### config.mk
export PLATFORM = sky130hd
export DESIGN_NAME = sptc_top
export DESIGN_NICKNAME = d
export VERILOG_FILES = /design/src/rtl/sptc_pkg.sv /design/src/rtl/sptc_sync_edge.sv /design/src/rtl/sptc_clamp_gen.sv /design/src/rtl/sptc_top.sv
export VERILOG_INCLUDE_DIRS = /design/src /design/src/rtl
export SDC_FILE = /design/constraint.sdc
export NUM_CORES = 1
export LEC_CHECK = 0
export BUFFER_PORTS_ARGS = -buffer_cell sky130_fd_sc_hd__buf_2
export CAP_MARGIN = 20
export CELL_PAD_IN_SITES_DETAIL_PLACEMENT = 2
export CELL_PAD_IN_SITES_GLOBAL_PLACEMENT = 2
export CORE_UTILIZATION = 25
export CTS_CLUSTER_DIAMETER = 200
export CTS_CLUSTER_SIZE = 28
export DETAILED_ROUTE_END_ITERATION = 16
export PLACE_DENSITY_LB_ADDON = 0.1
export SLEW_MARGIN = 20
export SYNTH_ARGS = -nofsm -noshare
export SYNTH_HDL_FRONTEND = slang
export SYNTH_HIERARCHICAL = 1
export SYNTH_SLANG_ARGS = --single-unit
export TNS_END_PERCENT = 10
### constraint.sdc
create_clock -name ref_clk -period 3 [get_ports ref_clk]
set_clock_uncertainty 0.2 [all_clocks]
set_input_delay 0.75 -clock ref_clk [delete_from_list [all_inputs] [get_ports ref_clk]]
set_output_delay 0.75 -clock ref_clk [all_outputs]
set_load 0.01 [all_outputs]
### src/rtl/sptc_map.svh
// register indices, field positions, reset values and counts
`ifndef SPTC_MAP_SVH
`define SPTC_MAP_SVH
// register indices; byte address is index times four
`define SPTC_IDX_SYNC 10'h00E
`define SPTC_IDX_CLAMP 10'h00F
`define SPTC_IDX_DELAY 10'h020
`define SPTC_IDX_WIDTH 10'h021
`define SPTC_IDX_CTRL 10'h022
`define SPTC_IDX_STAT 10'h023
// field positions
`define SPTC_LINE_POL_BIT 6
`define SPTC_EXT_CLAMP_BIT 7
`define SPTC_CLAMP_POL_BIT 6
`define SPTC_CHSEL_BIT 0
`define SPTC_YUV_BIT 1
`define SPTC_ST_CLAMP_BIT 0
`define SPTC_ST_LINE_BIT 1
`define SPTC_ST_GREEN_LSB 2
`define SPTC_ST_FRAME_LSB 4
// reset values
`define SPTC_LINE_POL_RST 1'h1
`define SPTC_EXT_CLAMP_RST 1'h0
`define SPTC_CLAMP_POL_RST 1'h1
`define SPTC_DELAY_RST 8'h08
`define SPTC_WIDTH_RST 8'h14
`define SPTC_CTRL_RST 2'h0
// green sync slicer: threshold in mV, sample step in mV
`define SPTC_SOG_THR_MV 150
`define SPTC_SOG_LSB_MV 4
`define SPTC_SOG_LEAK_LAST 10'h3FF
`endif

### src/rtl/sptc_pkg.sv
// shared types of the sync polarity and clamp timing block
package sptc_pkg;
  typedef enum {CLAMP_IDLE, CLAMP_DELAY, CLAMP_WINDOW} sptc_clamp_state_t;
  typedef logic [7:0] sptc_count_t;
endpackage

### src/rtl/sptc_sync_edge.sv
// line sync synchroniser with polarity-aware edge detection
`timescale 1ns/100ps
module sptc_sync_edge
  import sptc_pkg::*;
(
  // clock and reset
  input wire logic ref_clk,
  input wire logic rst,
  // raw pin and its sense
  input wire logic syncPin,
  input wire logic activeHigh,
  // conditioned sync
  output logic syncActive,
  output logic leadEdge,
  output logic trailEdge
);
  logic meta;
  logic stable;
  logic prev;
  logic rising;
  logic falling;

  // two flops before any logic looks at the pin
  always_ff @(posedge ref_clk) begin
    if (rst) begin
      meta <= 1'b0;
      stable <= 1'b0;
      prev <= 1'b0;
    end else begin
      meta <= syncPin;
      stable <= meta;
      prev <= stable;
    end
  end

  assign rising = stable & ~prev;
  assign falling = ~stable & prev;

  // sense picks which pin edge leads the line
  always_ff @(posedge ref_clk) begin
    if (rst) begin
      leadEdge <= 1'b0;
      trailEdge <= 1'b0;
      syncActive <= 1'b0;
    end else begin
      leadEdge <= activeHigh ? rising : falling;
      trailEdge <= activeHigh ? falling : rising;
      syncActive <= (stable == activeHigh);
    end
  end
endmodule

### src/rtl/sptc_clamp_gen.sv
// clamp window: external pin or delay/duration counter
`timescale 1ns/100ps
module sptc_clamp_gen
  import sptc_pkg::*;
(
  // clock and reset
  input wire logic ref_clk,
  input wire logic rst,
  // timing reference and settings
  input wire logic trailEdge,
  input wire sptc_count_t delay,
  input wire sptc_count_t width,
  // external clamp pin, already synchronised
  input wire logic extEnable,
  input wire logic extActiveHigh,
  input wire logic extLevel,
  // result
  output logic clampOn
);
  sptc_clamp_state_t state;
  sptc_count_t count;

  // counter restarts on every trailing edge, even mid-window
  always_ff @(posedge ref_clk) begin
    if (rst) begin
      state <= CLAMP_IDLE;
      count <= 8'h00;
    end else if (trailEdge) begin
      state <= CLAMP_DELAY;
      count <= delay;
    end else begin
      unique case (state)
        CLAMP_IDLE: begin
          count <= 8'h00;
        end
        CLAMP_DELAY: begin
          if (count == 8'h00) begin
            state <= (width == 8'h00) ? CLAMP_IDLE : CLAMP_WINDOW;
            count <= width;
          end else begin
            count <= count - 8'h01;
          end
        end
        CLAMP_WINDOW: begin
          if (count == 8'h01) begin
            state <= CLAMP_IDLE;
          end
          count <= count - 8'h01;
        end
      endcase
    end
  end

  // the pin is only looked at when software enables it
  assign clampOn = extEnable ? (extLevel == extActiveHigh)
                             : (state == CLAMP_WINDOW);
endmodule

### src/rtl/sptc_top.sv
// sync polarity, green sync slicing and clamp timing with APB registers
// Notes on behaviour
// - line sync sense comes from register 0x0E bit 6
// - sense 0 makes falling edge active, sense 1 rising edge
// - clock generator reference is only the active leading edge
// - trailing edge is used only for clamp timing
// - green sync sliced 0.15 V above negative peak, output non-inverted
// - clamp pin honoured only while 0x0F bit 7 is set; resets 0
// - otherwise window counted as delay then duration from trailing edge
// - clamp pin active level set by 0x0F bit 6
// - during window clamp to ground for RGB, midscale for YUV
// - two independent sets of line, frame and green sync inputs
//
// Local design decisions: the register addresses and the APB slave port.
`timescale 1ns/100ps
`include "sptc_map.svh"
module sptc_top
  import sptc_pkg::*;
(
  // clock and reset
  input wire logic ref_clk,
  input wire logic rst,
  // apb slave
  input wire logic psel,
  input wire logic penable,
  input wire logic pwrite,
  input wire logic [11:0] paddr,
  input wire logic [31:0] pwdata,
  output logic [31:0] prdata,
  output logic pready,
  output logic pslverr,
  // channel 0 sync inputs
  input wire logic line_sync_in_ch0,
  input wire logic frame_sync_in_ch0,
  input wire logic [7:0] green_sync_in_ch0,
  // channel 1 sync inputs
  input wire logic line_sync_in_ch1,
  input wire logic frame_sync_in_ch1,
  input wire logic [7:0] green_sync_in_ch1,
  // external clamp pin
  input wire logic clampPin,
  // sync outputs
  output logic pllRefEdge,
  output logic lineSyncActive,
  output logic frameSyncOut,
  output logic green_sync_out,
  // clamp outputs
  output logic clampGround,
  output logic clampMidscale
);
  localparam logic [8:0] SOG_THR =
    9'(`SPTC_SOG_THR_MV / `SPTC_SOG_LSB_MV);

  // configuration
  logic line_sync_polarity;
  logic extClampEn;
  logic clampPol;
  sptc_count_t clampDelay;
  sptc_count_t clampWidth;
  logic chSel;
  logic yuvMode;

  // bus decode
  logic [9:0] wordIdx;
  logic addrHit;
  logic [31:0] rdMux;
  logic setupPhase;
  logic wrStrobe;

  // per-channel sync state
  logic [1:0] linePins;
  logic [1:0] framePins;
  logic [7:0] greenSample [2];
  logic [1:0] leadE;
  logic [1:0] trailE;
  logic [1:0] lineAct;
  logic [1:0] frameMeta;
  logic [1:0] frameLvl;
  logic [1:0] sogCmp;
  logic [9:0] leakCnt;
  logic leakTick;

  // clamp path
  logic clampMeta;
  logic clampLevel;
  logic clampOn;

  assign linePins = {line_sync_in_ch1, line_sync_in_ch0};
  assign framePins = {frame_sync_in_ch1, frame_sync_in_ch0};
  assign greenSample[0] = green_sync_in_ch0;
  assign greenSample[1] = green_sync_in_ch1;

  // ---- register bus ----
  assign wordIdx = paddr[11:2];
  assign setupPhase = psel & ~penable;
  assign wrStrobe = psel & penable & pready & pwrite & addrHit;

  // address decode and read mux; misaligned addresses miss
  always_comb begin
    addrHit = (paddr[1:0] == 2'b00);
    rdMux = 32'h0000_0000;
    unique case (wordIdx)
      `SPTC_IDX_SYNC: begin
        rdMux[`SPTC_LINE_POL_BIT] = line_sync_polarity;
      end
      `SPTC_IDX_CLAMP: begin
        rdMux[`SPTC_EXT_CLAMP_BIT] = extClampEn;
        rdMux[`SPTC_CLAMP_POL_BIT] = clampPol;
      end
      `SPTC_IDX_DELAY: begin
        rdMux[7:0] = clampDelay;
      end
      `SPTC_IDX_WIDTH: begin
        rdMux[7:0] = clampWidth;
      end
      `SPTC_IDX_CTRL: begin
        rdMux[`SPTC_CHSEL_BIT] = chSel;
        rdMux[`SPTC_YUV_BIT] = yuvMode;
      end
      `SPTC_IDX_STAT: begin
        rdMux[`SPTC_ST_CLAMP_BIT] = clampOn;
        rdMux[`SPTC_ST_LINE_BIT] = lineAct[chSel];
        rdMux[`SPTC_ST_GREEN_LSB +: 2] = sogCmp;
        rdMux[`SPTC_ST_FRAME_LSB +: 2] = frameLvl;
      end
      default: begin
        addrHit = 1'b0;
      end
    endcase
  end

  // one answer cycle: ready rises for the access phase after setup
  always_ff @(posedge ref_clk) begin
    if (rst) begin
      pready <= 1'b0;
      pslverr <= 1'b0;
      prdata <= 32'h0000_0000;
    end else begin
      pready <= setupPhase;
      if (setupPhase) begin
        pslverr <= ~addrHit;
        prdata <= pwrite ? 32'h0000_0000 : rdMux;
      end else if (pready) begin
        pslverr <= 1'b0;
        prdata <= 32'h0000_0000;
      end
    end
  end

  // line sync sense
  always_ff @(posedge ref_clk) begin
    if (rst) begin
      line_sync_polarity <= `SPTC_LINE_POL_RST;
    end else if (wrStrobe && wordIdx == `SPTC_IDX_SYNC) begin
      line_sync_polarity <= pwdata[`SPTC_LINE_POL_BIT];
    end
  end

  // external clamp enable and pin sense
  always_ff @(posedge ref_clk) begin
    if (rst) begin
      extClampEn <= `SPTC_EXT_CLAMP_RST;
      clampPol <= `SPTC_CLAMP_POL_RST;
    end else if (wrStrobe && wordIdx == `SPTC_IDX_CLAMP) begin
      extClampEn <= pwdata[`SPTC_EXT_CLAMP_BIT];
      clampPol <= pwdata[`SPTC_CLAMP_POL_BIT];
    end
  end

  // internal window timing, in pixel clocks
  always_ff @(posedge ref_clk) begin
    if (rst) begin
      clampDelay <= `SPTC_DELAY_RST;
      clampWidth <= `SPTC_WIDTH_RST;
    end else if (wrStrobe) begin
      if (wordIdx == `SPTC_IDX_DELAY) begin
        clampDelay <= pwdata[7:0];
      end
      if (wordIdx == `SPTC_IDX_WIDTH) begin
        clampWidth <= pwdata[7:0];
      end
    end
  end

  // channel select and clamp reference
  always_ff @(posedge ref_clk) begin
    if (rst) begin
      {yuvMode, chSel} <= `SPTC_CTRL_RST;
    end else if (wrStrobe && wordIdx == `SPTC_IDX_CTRL) begin
      chSel <= pwdata[`SPTC_CHSEL_BIT];
      yuvMode <= pwdata[`SPTC_YUV_BIT];
    end
  end

  // ---- per-channel sync conditioning ----
  // slow leak lets the peak follow a source that gets brighter
  always_ff @(posedge ref_clk) begin
    if (rst) begin
      leakCnt <= 10'h000;
    end else begin
      leakCnt <= leakCnt + 10'h001;
    end
  end
  assign leakTick = (leakCnt == `SPTC_SOG_LEAK_LAST);

  for (genvar ch = 0; ch < 2; ch++) begin : g_chan
    logic [7:0] sogPeak;

    sptc_sync_edge u_line (
      .ref_clk(ref_clk),
      .rst(rst),
      .syncPin(linePins[ch]),
      .activeHigh(line_sync_polarity),
      .syncActive(lineAct[ch]),
      .leadEdge(leadE[ch]),
      .trailEdge(trailE[ch])
    );

    // frame sync only needs a clean level
    always_ff @(posedge ref_clk) begin
      if (rst) begin
        frameMeta[ch] <= 1'b0;
        frameLvl[ch] <= 1'b0;
      end else begin
        frameMeta[ch] <= framePins[ch];
        frameLvl[ch] <= frameMeta[ch];
      end
    end

    // negative peak follows down at once, up only by the leak
    always_ff @(posedge ref_clk) begin
      if (rst) begin
        sogPeak <= 8'hFF;
      end else if (greenSample[ch] < sogPeak) begin
        sogPeak <= greenSample[ch];
      end else if (leakTick && sogPeak != 8'hFF) begin
        sogPeak <= sogPeak + 8'h01;
      end
    end

    // high above the slice, low in the sync tip: not inverted
    always_ff @(posedge ref_clk) begin
      if (rst) begin
        sogCmp[ch] <= 1'b1;
      end else begin
        sogCmp[ch] <= {1'b0, greenSample[ch]} >=
                      ({1'b0, sogPeak} + SOG_THR);
      end
    end
  end

  // ---- clamp pin ----
  // synchronised even when disabled so enabling it never sees metastability
  always_ff @(posedge ref_clk) begin
    if (rst) begin
      clampMeta <= 1'b0;
      clampLevel <= 1'b0;
    end else begin
      clampMeta <= clampPin;
      clampLevel <= clampMeta;
    end
  end

  // a floating pin is harmless only because the enable resets to 0
  sptc_clamp_gen u_clamp (
    .ref_clk(ref_clk),
    .rst(rst),
    .trailEdge(trailE[chSel]),
    .delay(clampDelay),
    .width(clampWidth),
    .extEnable(extClampEn),
    .extActiveHigh(clampPol),
    .extLevel(clampLevel),
    .clampOn(clampOn)
  );

  // ---- registered outputs ----
  // only the leading edge reaches the clock generator
  always_ff @(posedge ref_clk) begin
    if (rst) begin
      pllRefEdge <= 1'b0;
      lineSyncActive <= 1'b0;
      frameSyncOut <= 1'b0;
      green_sync_out <= 1'b1;
    end else begin
      pllRefEdge <= leadE[chSel];
      lineSyncActive <= lineAct[chSel];
      frameSyncOut <= frameLvl[chSel];
      green_sync_out <= sogCmp[chSel];
    end
  end

  // clamp target depends on the colour space of the source
  always_ff @(posedge ref_clk) begin
    if (rst) begin
      clampGround <= 1'b0;
      clampMidscale <= 1'b0;
    end else begin
      clampGround <= clampOn & ~yuvMode;
      clampMidscale <= clampOn & yuvMode;
    end
  end
endmodule

Word-level counts from Yosys, hierarchy flattened
Index checks and enable logic that the tools add are counted.
{ "totals": {"word_cells": 148, "out_inout_bits": 40, "in_bits": 70, "regBits": 147} }
{ "op_classes": {"n_lt_le_gt_ge": 5, "n_eq_ne": 20, "mux": 37, "bitwise_logic": 18, "add_sub_neg": 6, "n_reduce_logical": 20} }
{ "ops": {"columns": ["op", "count"], "rows": [
  ["two-way mux 32 bit", 4],
  ["one-hot mux 32 bit (2 select lines)", 1],
  ["two-way mux 8 bit", 7],
  ["== test 10 x 6 -> 1 bit (second input constant)", 4],
  ["== test 32 x 1 -> 1 bit (second input constant)", 1],
  ["== test 32 x 2 -> 1 bit (second input constant)", 1],
  ["== test 32 x 3 -> 1 bit (second input constant)", 1],
  ["logical NOT 32 bit", 1],
  ["one-hot mux 8 bit (3 select lines)", 1],
  ["== test 10 x 4 -> 1 bit (second input constant)", 2],
  ["two-way mux 1 bit", 19],
  ["adder 8 x 6 -> 9 bit (second input constant)", 2],
  ["greater-or-equal comparator 8 x 9 -> 1 bit", 2],
  ["adder 8 x 1 -> 8 bit (second input constant)", 2],
  ["logical NOT 8 bit", 2],
  ["< comparator 8 bit", 2],
  ["inequality test 8 bit (second input constant)", 2],
  ["one-hot mux 4 bit (3 select lines)", 1],
  ["AND 1 bit", 11],
  ["adder 10 x 1 -> 10 bit (second input constant)", 1],
  ["== test 10 bit (second input constant)", 1],
  ["== test 8 x 1 -> 1 bit (second input constant)", 1],
  ["one-hot mux 2 bit (4 select lines)", 1],
  ["nonzero test 2 bit", 4],
  ["16 further kinds", 32]
]} }

Longest topological paths before layout
Gate-level depths: netlist of the first run.
{ "logic_depth": {"word_depth": 5, "depth_mapped": 10, "depth_no_buf": 10} }

Modules after synthesis
The synthesis of the first run kept the hierarchy.
{ "modules_own_cells": {"columns": ["module", "area_per_inst_um2", "seq_area_each_um2", "instances", "cells_per_inst"], "rows": [
  ["sptc_top", 4214.0, 1421.4, 1, 488],
  ["sptc_clamp_gen", 802.0, 200.2, 1, 101],
  ["sptc_sync_edge", 202.7, 120.1, 2, 17]
]} }

Worst setup path before layout of the first run
Ideal clock, no wire load.
{ "synth_timing": {"path_kind": "input port to flip-flop", "from": "input port paddr[4]", "to": "register clampWidth[2]", "slack_ps": 604, "path_buffers": 1, "path_stages": 6, "arrival_ps": 2067, "t_required_ps": 2670, "setup_ps": 130, "cell_sequence": "or3b_2 nor3_1 and3_1 buf_2 mux2i_1 nand2_1"} }
{ "synth_between": {"elab_chain_cells": 5, "elab_cells_between_ends": 10, "classes_between": "eq/ne: 6; mux: 1; bitwise: 1; reduce/logical: 2"} }
{ "synth_rtl": {"columns": ["item", "line_no", "text"], "rows": [
  ["from (decl)", "sptc_top.sv:27", "input wire logic [11:0] paddr,"],
  ["== test 10 x 4 -> 1 bit or == test 10 x 6 -> 1 bit (tied branches)", "sptc_top.sv:102", "unique case (wordIdx)"],
  ["OR reduction 6 bit (no line)", null, null],
  ["two-way mux 1 bit", "sptc_top.sv:102", null],
  ["AND 1 bit", "sptc_top.sv:96", "assign wrStrobe = psel & penable & pready & pwrite & addrHit;"],
  ["AND reduction 2 bit (no line) (*)", null, null],
  ["to (signal assigned)", "sptc_top.sv:174", "clampWidth <= `SPTC_WIDTH_RST;"],
  ["to (signal assigned)", "sptc_top.sv:180", "clampWidth <= pwdata[7:0];"],
  ["to (decl)", "sptc_top.sv:59", "sptc_count_t clampWidth;"]
]} }
Every way passes the cells marked *; elsewhere a longest branch is shown, timed or not.
A chain may end at the register's enable or synchronous reset.

Worst setup path after layout of the first run
{ "layout_timing": {"from": "register g_chan[0].sogPeak[1]", "to": "register sogCmp[0]"} }
{ "layout_between": {"elab_chain_cells": 2} }
{ "layout_rtl": {"columns": ["item", "line_no", "text"], "rows": [
  ["from (decl)", "sptc_top.sv:207", "logic [7:0] sogPeak;"],
  ["from (signal assigned)", "sptc_top.sv:235", "sogPeak <= greenSample[ch];"],
  ["from (signal assigned)", "sptc_top.sv:237", "sogPeak <= sogPeak + 8'h01;"],
  ["adder 8 x 6 -> 9 bit", "sptc_top.sv:247", "({1'b0, sogPeak} + SOG_THR);"],
  ["greater-or-equal comparator 8 x 9 -> 1 bit", "sptc_top.sv:246", "sogCmp[ch] <= {1'b0, greenSample[ch]} >="],
  ["to (signal, indexed assignment)", "sptc_top.sv:246", null],
  ["to (decl)", "sptc_top.sv:79", "logic [1:0] sogCmp;"]
]} }
No other way between the ends.

==> results of run 1 <==
[registers in the layout (all words and copies together), names as in the netlist, 8 cells and up]
signal / count
leakCnt: 10
u_clamp/count: 8
clampWidth: 8
g_chan.sogPeak: 16
clampDelay: 8
prdata: 8
[path summary, 6_finish.rpt]
| path | slack, ns | end | depth (start not counted) | start |
|---|---|---|---|---|
| hold / removal | 0.25 | frameLvl[1]$_SDFF_PP0_ | 1 | frameMeta[1]$_SDFF_PP0_ |
| setup / recovery | 0.58 | sogCmp[0]$_SDFF_PP1_ | 10 | g_chan[0].sogPeak[1]$_SDFFE_PP1P_ |
| setup reg to reg | 0.58 | sogCmp[0]$_SDFF_PP1_ | 10 | g_chan[0].sogPeak[1]$_SDFFE_PP1P_ |
| hold reg to reg | 0.25 | frameLvl[1]$_SDFF_PP0_ | 1 | frameMeta[1]$_SDFF_PP0_ |
[where the power goes]
group	internal, mW	total [mW]	switching (mW)
registers	1.29	1.35	0.0597
logic	0.269	0.664	0.394
clock network	0.821	1.37	0.551
total	2.38	3.38	1.00
[worst reg2reg max path: stages (launching register included)]
cell and delay (ns):
dfxtp_1 0.43, ha_1 0.33, nor2_1 0.07, nor2_1 0.10, nor2_1 0.07, xnor2_1 0.15, ha_1 0.21, nor4_1 0.39
nand2_1 0.09, a21oi_1 0.13, a22oi_1 0.11
[layer usage]
metal | vias to the layer above | part of all wire
met4 | 0 | 0.0080
met3 | 10 | 0.028
li1 | 2295 | -
met5 | - | 0
met1 | 2322 | 0.46
met2 | 67 | 0.51
[cell type report]
cell class	count	area [um^2]
fillers	2433	14800
multi-input cells	479	3270
inverters	27	101
clock buffers	9	225
well taps	275	344
repair buffers	76	418
clock inverters	7	120
flip-flops and latches	93	1860
[metrics by stage]
| step | power [mW] | hold slack (ns) | cell area (um^2) | utilization | cells |
|---|---|---|---|---|---|
| 6_report | 3.38 | 0.247 | 6340 | 0.300 | 966 |
| 5_1_grt | 3.58 | 0.267 | 6340 | 0.300 | 966 |
| 4_1_cts | 3.44 | 0.250 | 6340 | 0.300 | 966 |
| 3_5_place_dp | 2.05 | 0.232 | 6000 | 0.284 | 950 |
| 3_3_place_gp | 2.02 | 0.218 | 6000 | 0.284 | 950 |
| 2_1_floorplan | 1.83 | 0.214 | 5510 | - | 646 |
[kinds of logic (layout without fill, tap and decap cells)]
group	count (synthesis)	in the layout	share of synthesized area
adders and majority gates	39	39	0.0900
xor gates and xnor gates	30	30	0.0485
and+or+nand+nor	229	229	0.226
muxes	31	31	0.0607
buffers and inverters	74	119	0.0688
DFF	93	93	0.343
AOI/OAI and AO/OA	126	126	0.162
other	1	24	0.000692
[cells in the mapped netlist (3+ instances only)]
library cell   n  area share
nor2_1        53       0.037
a21oi_1       25       0.023
xor2_1         9       0.015
or3b_2         3      0.0048
a21o_1         6      0.0083
and3_1         4      0.0046
buf_2          4      0.0037
inv_1         27       0.019
o2111ai_1      5      0.0081
nor3_1        13       0.012
mux2_2         5       0.010
ha_1          39       0.090
mux2i_1       25       0.046
o32ai_1        3      0.0048
or4_1          5      0.0069
buf_4         24       0.033
clkbuf_1      16       0.011
nand4_1        6      0.0069
o211ai_1      11       0.015
a22o_1         5      0.0081
or3_1          4      0.0046
buf_1          3      0.0021
and2_1         5      0.0058
or2_2          3      0.0035
nor4_1         3      0.0035
a32oi_1        4      0.0065
o22ai_2        4      0.0092
dfxtp_1       93        0.34
nand2_1       44       0.030
nand2b_1      11       0.013
nand3_1       36       0.033
nor3b_1        3      0.0042
xnor2_1       21       0.034
a22oi_1       12       0.017
nor2b_1       17       0.020
o21ai_0       28       0.026
a31oi_1        7      0.0081
[cell usage in the layout (no fill, tap or decap), types with 5 or more instances in the layout]
cell	n
a21o_1	6
a21oi_1	25
a22o_1	5
a22oi_1	12
a31oi_1	7
and2_1	5
buf_2	61
buf_4	15
clkbuf_16	9
conb_1	24
dfxtp_1	93
ha_1	39
inv_1	27
mux2_2	5
mux2i_1	25
nand2_1	44
nand2b_1	11
nand3_1	36
nand4_1	6
nor2_1	53
nor2b_1	17
nor3_1	13
o2111ai_1	5
o211ai_1	11
o21ai_0	28
or4_1	5
xnor2_1	21
xor2_1	9
==> summary.txt, run 1 <==
Outcome
  – Status: finished, final reports clean

Route
  – Routed Antenna Nets: 0
  – Routed vias: 4694
  – Drt via density: 4.86
  – Final WL: 17500 um
  – TritonRoute pass-1 iters: 4
  – First DRT Iteration DRCs: 104
  – DR WL/cell: 18.1 um
  – Residual DRC: 0

GRT
  – Routing usage on met3: 0.0318
  – First-pass GRT wire length: 28200 um
  – Met2 GRT Util: 0.295
  – GR Util met1: 0.201
  – GR Overflow Total: 0
  – Global routing's busiest layer: met2
  – Total GRT Usage: 0.164
  – Vias in the first global route: 5165
  – Initial antenna violation count: 0
  – Largest net degree at the start of global routing: 38

Critical path
  – CP peak stage delay: 0.43 ns
  – Kind of cell adding the most delay to the critical path: simple AND/OR/NAND/NOR gates
  – Critical Path End Type: flip-flop
  – Critical path peak fanout: 6
  – CP bufs+invs: 0
  – WP data arrival: 2.43 ns
  – Most common cell on crit path: nor2_1
  – Startpoint types: flip-flop
  – CP required: 3.01 ns
  – Crit path kind: reg -> reg
  – Slowest CP cell: dfxtp_1
  – Crit path cell chain: ha_1 -> nor2_1 -> nor2_1 -> nor2_1 -> xnor2_1 -> ha_1 -> nor4_1 -> nand2_1 -> a21oi_1 -> a22oi_1

Logic synthesis
  – Synth cell types: 66
  – Syn avg cell area: 8.70 um^2
  – Mapped Cells: 623
  – Netlist Area Pre-Place: 5420 um^2
  – YS warnings: 6
  – Post-synthesis sequential element count: 93
  – FFs w/ async S/R, synth: 0
  – Post-synthesis sequential area ratio: 0.343
  – EDFF count, synth: 0
  – Post-synth top flop: dfxtp_1

Die
  – Die height: 149 um
  – Core area: 21200 um^2
  – Die Span X: 149 um
  – Initial Util: 0.256
  – Row count: 53
  – IO Pins: 110
  – Die area: 22300 um^2

Clocking
  – CTS root buffer: clkbuf_16
  – Post_cts resized: 0
  – Clk_lat worst skew: 0.35 ns
  – CTS Hold Buffers Added: 0
  – Clk pin slew, worst setup/hold paths: 0.08 ns
  – Total CTS buffers: 9
  – Num Clock Sinks: 93
  – Clock buffer depth: 2
  – Clock H-tree levels: 3
  – Post CTS Setup Buffer Count: 0
  – TritonCTS clock tree: yes

Layout
  – Layout cells sized above 1: 0.178
  – Nets: 795
  – P&R area growth vs syn: 17.0%
  – Diodes inserted: 0

Run
  – MaxCap Viol Count: 0

Timing
  – Final setup vio count: 0
  – RSZ-0062 raised after global routing: no
  – Fin crit period: 2.42 ns
  – Fin Setup TNS: 0 ns
  – Fin. max-slew vios: 0
  – Fmax: 413 MHz
  – Period Utilization, post-route: 0.808
  – Worst-Margin Slew: 0.719 ns
  – Hold Vio Cnt, Final: 0
  – Final worst slack: 0.577 ns
  – Max-slew headroom: 0.517

Place
  – Post-DP HPWL: 13500 um
  – PortBufs: 61
  – Pre-CTS setup slack: 0.246 ns
  – Placer Congestion: 0.755

Hold path
  – Worst hold path type: reg -> reg

Power and ir drop
  – PwrDens: 533 nW/um^2
  – Pleak: 2.63 nW
  – Worst vdd ir: 0.233 mV
Note: power is estimated with default switching activity, not from simulation.
==> run 2, diff against run 1 <==
ABC_AREA = 1   (was unset)
clock period = 2 ns   (was 3 ns; I/O delays follow)
==> run 2 against run 1 <==
The run now ends with negative setup slack left. Clock-buffer cell count rose by 1. Clock power rose by 43%. Worst setup slack got worse by 0.61 ns. First-iteration DRC count rose by 60%. Wire length rose by 15%. Final area rose by 18%. Synthesized cell count rose by 38%. Non-clock buffer count rose by 82. Critical path type unchanged. Largest cell class unchanged.
==> summary.txt, run 2 <==
GRT
  – Met2 GRT Util: 0.343
  – Global routing's busiest layer: met2
  – Initial antenna violation count: 0
  – GR Util met1: 0.200
  – First-pass GRT wire length: 33200 um
  – Vias in the first global route: 6746
  – Routing usage on met3: 0.0182
  – Total GRT Usage: 0.177
  – GR Overflow Total: 0
  – Largest net degree at the start of global routing: 48

Die
  – Core area: 22700 um^2
  – Die height: 154 um
  – Die area: 23800 um^2
  – IO Pins: 110
  – Row count: 55
  – Initial Util: 0.256
  – Die Span X: 154 um

Logic synthesis
  – YS warnings: 6
  – Syn avg cell area: 6.73 um^2
  – Post-synth top flop: dfxtp_1
  – Mapped Cells: 862
  – Post-synthesis sequential area ratio: 0.321
  – Most common library cells after synthesis: 212 x nand2_1, 108 x nor2_1, 93 x dfxtp_1
  – EDFF count, synth: 0
  – Post-synth top area share: 0.321
  – FFs w/ async S/R, synth: 0
  – Synth cell types: 34
  – Yosys top cell by area: dfxtp_1
  – Count leader, synth: nand2_1
  – Netlist Area Pre-Place: 5800 um^2
  – Synth area leaders: dfxtp_1 32%, nand2_1 14%, ha_1 8.4%
  – Post-synthesis sequential element count: 93

Clocking
  – Clock H-tree levels: 3
  – Clk pin slew, worst setup/hold paths: 0.07 ns
  – Clock buffer depth: 2
  – Total CTS buffers: 9
  – Clk_lat worst skew: 0.35 ns
  – CTS root buffer: clkbuf_16
  – CTS Hold Buffers Added: 0
  – Num Clock Sinks: 93
  – TritonCTS clock tree: yes

Route
  – Drt via density: 4.65
  – First DRT Iteration DRCs: 166
  – Routed vias: 6058
  – DR WL/cell: 15.4 um
  – Routed Antenna Nets: 0
  – Residual DRC: 0
  – Final WL: 20000 um
  – TritonRoute pass-1 iters: 4

Critical path
  – WP data arrival: 2.07 ns
  – CP peak stage delay: 0.38 ns
  – Crit path cell chain: inv_1 -> o21ai_2 -> nand2_2 -> o21ai_2 -> nand2_1 -> xor2_1 -> ha_1 -> nand2_1 -> o21ai_2 -> nor2_1 -> nand4_1
  – Slowest CP cell: dfxtp_4
  – Crit path kind: reg -> reg
  – Critical path peak fanout: 4
  – CP required: 2.03 ns
  – Most common cell on crit path: o21ai_2
  – Reg2reg setup slack: -0.03 ns
  – Critical Path End Type: flip-flop
  – CP bufs+invs: 1
  – Kind of cell adding the most delay to the critical path: simple AND/OR/NAND/NOR gates
  – Startpoint types: flip-flop

Timing
  – Max-slew headroom: 0.611
  – Final hold slack: 0.147 ns
  – Final setup vio count: 1
  – Period Utilization, post-route: 1.02
  – Fin crit period: 2.03 ns
  – RSZ-0062 raised after global routing: yes
  – Final worst slack: -0.0350 ns
  – Fin. max-slew vios: 0
  – Fmax: 491 MHz
  – Worst-Margin Slew: 0.582 ns
  – Hold Vio Cnt, Final: 0

Power and ir drop
  – Pleak: 3.59 nW
  – Comb power frac: 0.366
  – Total power: 6.41 mW
  – PwrDens: 853 nW/um^2
  – Net Sw Power: 2.21 mW
  – Switching share of power: 0.345
  – Sequential power share: 0.327
  – Worst vdd ir: 0.345 mV
  – Pint: 4.20 mW
  – Clock network power share: 0.307

Hold path
  – Worst hold path type: in -> reg

Layout
  – Area of the multi-input gates: 3490 um^2
  – Finished Cell Area: 7510 um^2
  – P&R area growth vs syn: 29.5%
  – Filler cells: 2763
  – Most flops, register: g_chan.sogPeak
  – Regs by FF count: g_chan.sogPeak (16), leakCnt (10)
  – Most frequent cells in the layout: 204 x nand2_1, 107 x nor2_1, 93 x buf_4, 87 x inv_1, 86 x dfxtp_1
  – Diodes inserted: 0
  – Nets: 1122
  – Max FFs per register: 16
  – Commonest non-fill, non-tap cell in the layout: nand2_1
  – FF/Latch Area: 1880 um^2
  – Layout cells sized above 1: 0.253
  – Core Util, Final: 0.331

Place
  – Pre-CTS setup slack: -0.270 ns
  – Placed Area: 7030 um^2
  – PortBufs: 61
  – Post-DP HPWL: 16400 um
  – Placer Congestion: 0.800

Outcome
  – Failing checks: negative setup slack
  – Status: finished, violations left

Run
  – MaxCap Viol Count: 0
run 2: cell types whose count changed in the layout (fill, tap and decap cells not counted), moves of 21 or more:
| cell | previous run | this run |
|---|---|---|
| xnor2_1 | 21 | 0 |
| nand3_1 | 36 | 70 |
| mux2i_1 | 25 | 0 |
| nand2_1 | 44 | 204 |
| inv_1 | 27 | 87 |
| buf_4 | 15 | 93 |
| nor2_1 | 53 | 107 |
run 2: worst register-to-register path, delay by kind of cell, from the launching register on:
kind,cells,cell delay [ns]
buf+inv,1,0.07
xor+xnor,1,0.15
fa+ha+maj,1,0.33
compound gates,3,0.37
simple gates,5,0.44
flops,1,0.38
run 2: kinds of logic (layout without fill, tap and decap cells):
| logic type | count (synthesis) | after routing | share of synthesized area |
|---|---|---|---|
| AND/OR/NAND/NOR | 457 | 457 | 0.346 |
| buffers and inverters | 142 | 275 | 0.110 |
| XOR/XNOR | 20 | 20 | 0.0302 |
| other | 1 | 24 | 0.000646 |
| adder cells (fa/ha/maj) | 39 | 39 | 0.0841 |
| flip-flops | 93 | 93 | 0.321 |
| AO/OA/AOI/OAI | 110 | 110 | 0.108 |
run 2: worst paths after layout:
path	from	endpoint	depth (start not counted)
worst max-delay path	g_chan[0].sogPeak[0]$_SDFFE_PP1P_	sogCmp[0]$_SDFF_PP1_	11
worst min-delay path	clampPin	clampMeta$_SDFF_PP0_	3
worst max register to register	g_chan[0].sogPeak[0]$_SDFFE_PP1P_	sogCmp[0]$_SDFF_PP1_	11
worst min register to register	frameMeta[0]$_SDFF_PP0_	frameLvl[0]$_SDFF_PP0_	2
run 2: through the flow:
| stage | std cells | TNS (ns) |
|---|---|---|
| floorplan | 885 | -0.0000568 |
| global placement | 1283 | -2.10 |
| detailed placement | 1283 | -4.05 |
| CTS | 1303 | -0.180 |
| global route | 1303 | -1.09 |
| finish | 1303 | -0.0350 |
run 2: final cells by class:
cell class | count | share of cell area
multi-input combinational | 650 | 0.465
sequential | 93 | 0.250
timing repair buffer | 158 | 0.143
inverter | 101 | 0.0505
tap | 285 | 0.0475
clock buffer | 10 | 0.0318
clock inverter | 6 | 0.0123
run 2: power by group through the flow:
stage	Combinational, mW	Sequential [mW]	Clock [mW]
finish	2.35	2.10	1.96
global route	2.67	2.12	2.10
CTS	2.30	2.09	2.05
detailed placement	2.18	2.12	0
global placement	2.05	2.11	0
floorplan	1.25	2.12	0
run 2: what timing repair did:
item,4_1_cts,5_1_grt
resized for setup,25,32
pin swaps,14,12
endpoints found under the setup margin,16,19
setup buffers,4,0
run 2: layer usage:
| metal | wire length [um] | share of wire |
|---|---|---|
| met1 | 8620 | 0.43 |
| met2 | 10700 | 0.54 |
| met3 | 313 | 0.016 |
| met4 | 353 | 0.018 |
| met5 | 0 | 0 |
==> run 3, diff against run 2 <==
CORE_ASPECT_RATIO = 0.5   (was unset)
==> run 3 against run 2 <==
Final cell count increased by 0.61%. Highest routed layer unchanged. The run still ends with negative setup slack left. Worst hold slack hardly changed. Critical path type unchanged. Register-to-register slack lost 0.05 ns.
==> summary.txt, run 3 (same netlist as run 2, synthesis figures left out) <==
Outcome
  – Status: finished, violations left
  – Failing checks: negative setup slack

Clocking
  – Clock buffer depth: 2
  – Num Clock Sinks: 93
  – CTS root buffer: clkbuf_16
  – CTS Hold Buffers Added: 0
  – TritonCTS clock tree: yes
  – Clock H-tree levels: 3
  – Clk pin slew, worst setup/hold paths: 0.07 ns
  – Clk_lat worst skew: 0.36 ns
  – Total CTS buffers: 9

Place
  – Placer Congestion: 0.783
  – PortBufs: 61
  – Post-DP HPWL: 15600 um
  – Cells after DPL: 1291

Timing
  – Hold Vio Cnt, Final: 0
  – Fin crit period: 2.09 ns
  – RSZ-0062 raised after global routing: yes
  – Period Utilization, post-route: 1.04
  – Fmax: 479 MHz
  – Worst-Margin Slew: 0.540 ns
  – Final setup vio count: 2
  – Max-slew headroom: 0.640
  – Fin. max-slew vios: 0
  – Final worst slack: -0.0867 ns

Run
  – MaxCap Viol Count: 0

Critical path
  – Crit path cell chain: inv_2 -> o21ai_2 -> nand2_2 -> o21ai_2 -> nand2_1 -> xor2_1 -> ha_1 -> nand3_4 -> nor2_4 -> nor2_2 -> nand4_1
  – Critical path depth in cells: 11
  – Most common cell on crit path: o21ai_2
  – Slowest CP cell: dfxtp_4
  – Worst r2r path cells: 11
  – CP required: 2.03 ns
  – CP peak stage delay: 0.39 ns
  – Critical path peak fanout: 4
  – WP data arrival: 2.11 ns
  – Crit path kind: reg -> reg
  – Kind of cell adding the most delay to the critical path: simple AND/OR/NAND/NOR gates
  – Startpoint types: flip-flop
  – CP bufs+invs: 1
  – Critical Path End Type: flip-flop

GRT
  – Largest net degree at the start of global routing: 28
  – Vias in the first global route: 6212
  – First-pass GRT wire length: 31300 um
  – GR Overflow Total: 0
  – Initial antenna violation count: 0
  – Total GRT Usage: 0.166

Layout
  – Nets: 1115
  – Most frequent cells in the layout: 205 x nand2_1, 104 x nor2_1, 85 x inv_1, 85 x dfxtp_1, 85 x buf_4
  – Area of the multi-input gates: 3510 um^2
  – Most flops, register: g_chan.sogPeak
  – P&R area growth vs syn: 29.1%
  – Diodes inserted: 0
  – Commonest non-fill, non-tap cell in the layout: nand2_1
  – Finished Layout Cells: 1311
  – FF/Latch Area: 1880 um^2
  – Filler cells: 2668
  – Layout cells sized above 1: 0.250
  – Regs by FF count: g_chan.sogPeak (16), leakCnt (10)
  – Max FFs per register: 16

Die
  – IO Pins: 110
  – Die height: 110 um
  – Die area: 23900 um^2
  – Row count: 38
  – Die Span X: 217 um
  – Initial Util: 0.261
  – Core area: 22200 um^2

Power and ir drop
  – PwrDens: 837 nW/um^2
  – Worst vdd ir: 0.411 mV
  – Pleak: 3.54 nW
  – Total power: 6.27 mW

Hold path
  – Hold path depth: 3
  – Worst hold path type: in -> reg

Route
  – Final WL: 19100 um
  – Drt via density: 4.54
  – TritonRoute pass-1 iters: 4
  – First DRT Iteration DRCs: 158
  – Residual DRC: 0
  – DR WL/cell: 14.6 um
  – Routed Antenna Nets: 0
  – Routed vias: 5947
## run 3: changes by cell type in the layout (fill, tap and decap cells not counted), moves of 3 or more
cell,change
buf_4,-8
o21ai_2,-3
o21ai_1,+3
nor2_1,-3
nor2_4,+3
## run 3: where the power goes
| group | switching (mW) | leakage [nW] | internal (mW) |
|---|---|---|---|
| combinational | 1.29 | 2.64 | 1.04 |
| clock | 0.830 | 0.145 | 1.01 |
| sequential | 0.110 | 0.758 | 1.99 |
## run 3: cell type report
class	instances	share of cell area
clock buffer	10	0.0319
clock inverter	6	0.00952
inverter	101	0.0506
multi-input combinational	650	0.468
sequential	93	0.251
tap	300	0.0501
timing repair buffer	151	0.139
## run 3: worst paths after layout
kind,from,end,slack (ns)
setup / recovery,g_chan[0].sogPeak[0]$_SDFFE_PP1P_,sogCmp[0]$_SDFF_PP1_,-0.09
setup reg to reg,g_chan[0].sogPeak[0]$_SDFFE_PP1P_,sogCmp[0]$_SDFF_PP1_,-0.09
hold / removal,frame_sync_in_ch0,frameMeta[0]$_SDFF_PP0_,0.15
hold reg to reg,frameMeta[0]$_SDFF_PP0_,frameLvl[0]$_SDFF_PP0_,0.21
## run 3: timing repair
item / in CTS / in global routing
setup buffers: 3 / 1
endpoints found under the setup margin: 14 / 17
gates cloned: 0 / 0
pin swaps: 13 / 15
endpoints found under the hold margin: 0 / 0
gates resized for setup: 28 / 33
## run 3: worst min-delay path, delay by kind of cell
family,cells,cell delay [ns]
buf+inv,2,0.10
simple gates,1,0.06
## run 3: stage by stage
stage / utilization / area, um^2 / setup slack [ns] / hold slack (ns) / TNS, ns
6_report: 0.337 / 7490 / -0.0867 / 0.147 / -0.134
5_1_grt: 0.337 / 7490 / -0.236 / 0.143 / -1.21
4_1_cts: 0.334 / 7410 / -0.0755 / 0.125 / -0.143
3_5_place_dp: 0.316 / 7020 / -0.299 / 0.206 / -4.62
3_3_place_gp: 0.316 / 7020 / -0.178 / 0.194 / -2.57
2_1_floorplan: - / 5890 / -0.0000568 / 0.188 / -0.0000568
## run 3: layer usage
metal	global-route usage	wire, um
met5	0	0
met4	0.0332	148
met3	0.0246	348
met2	0.295	9180
met1	0.214	9460
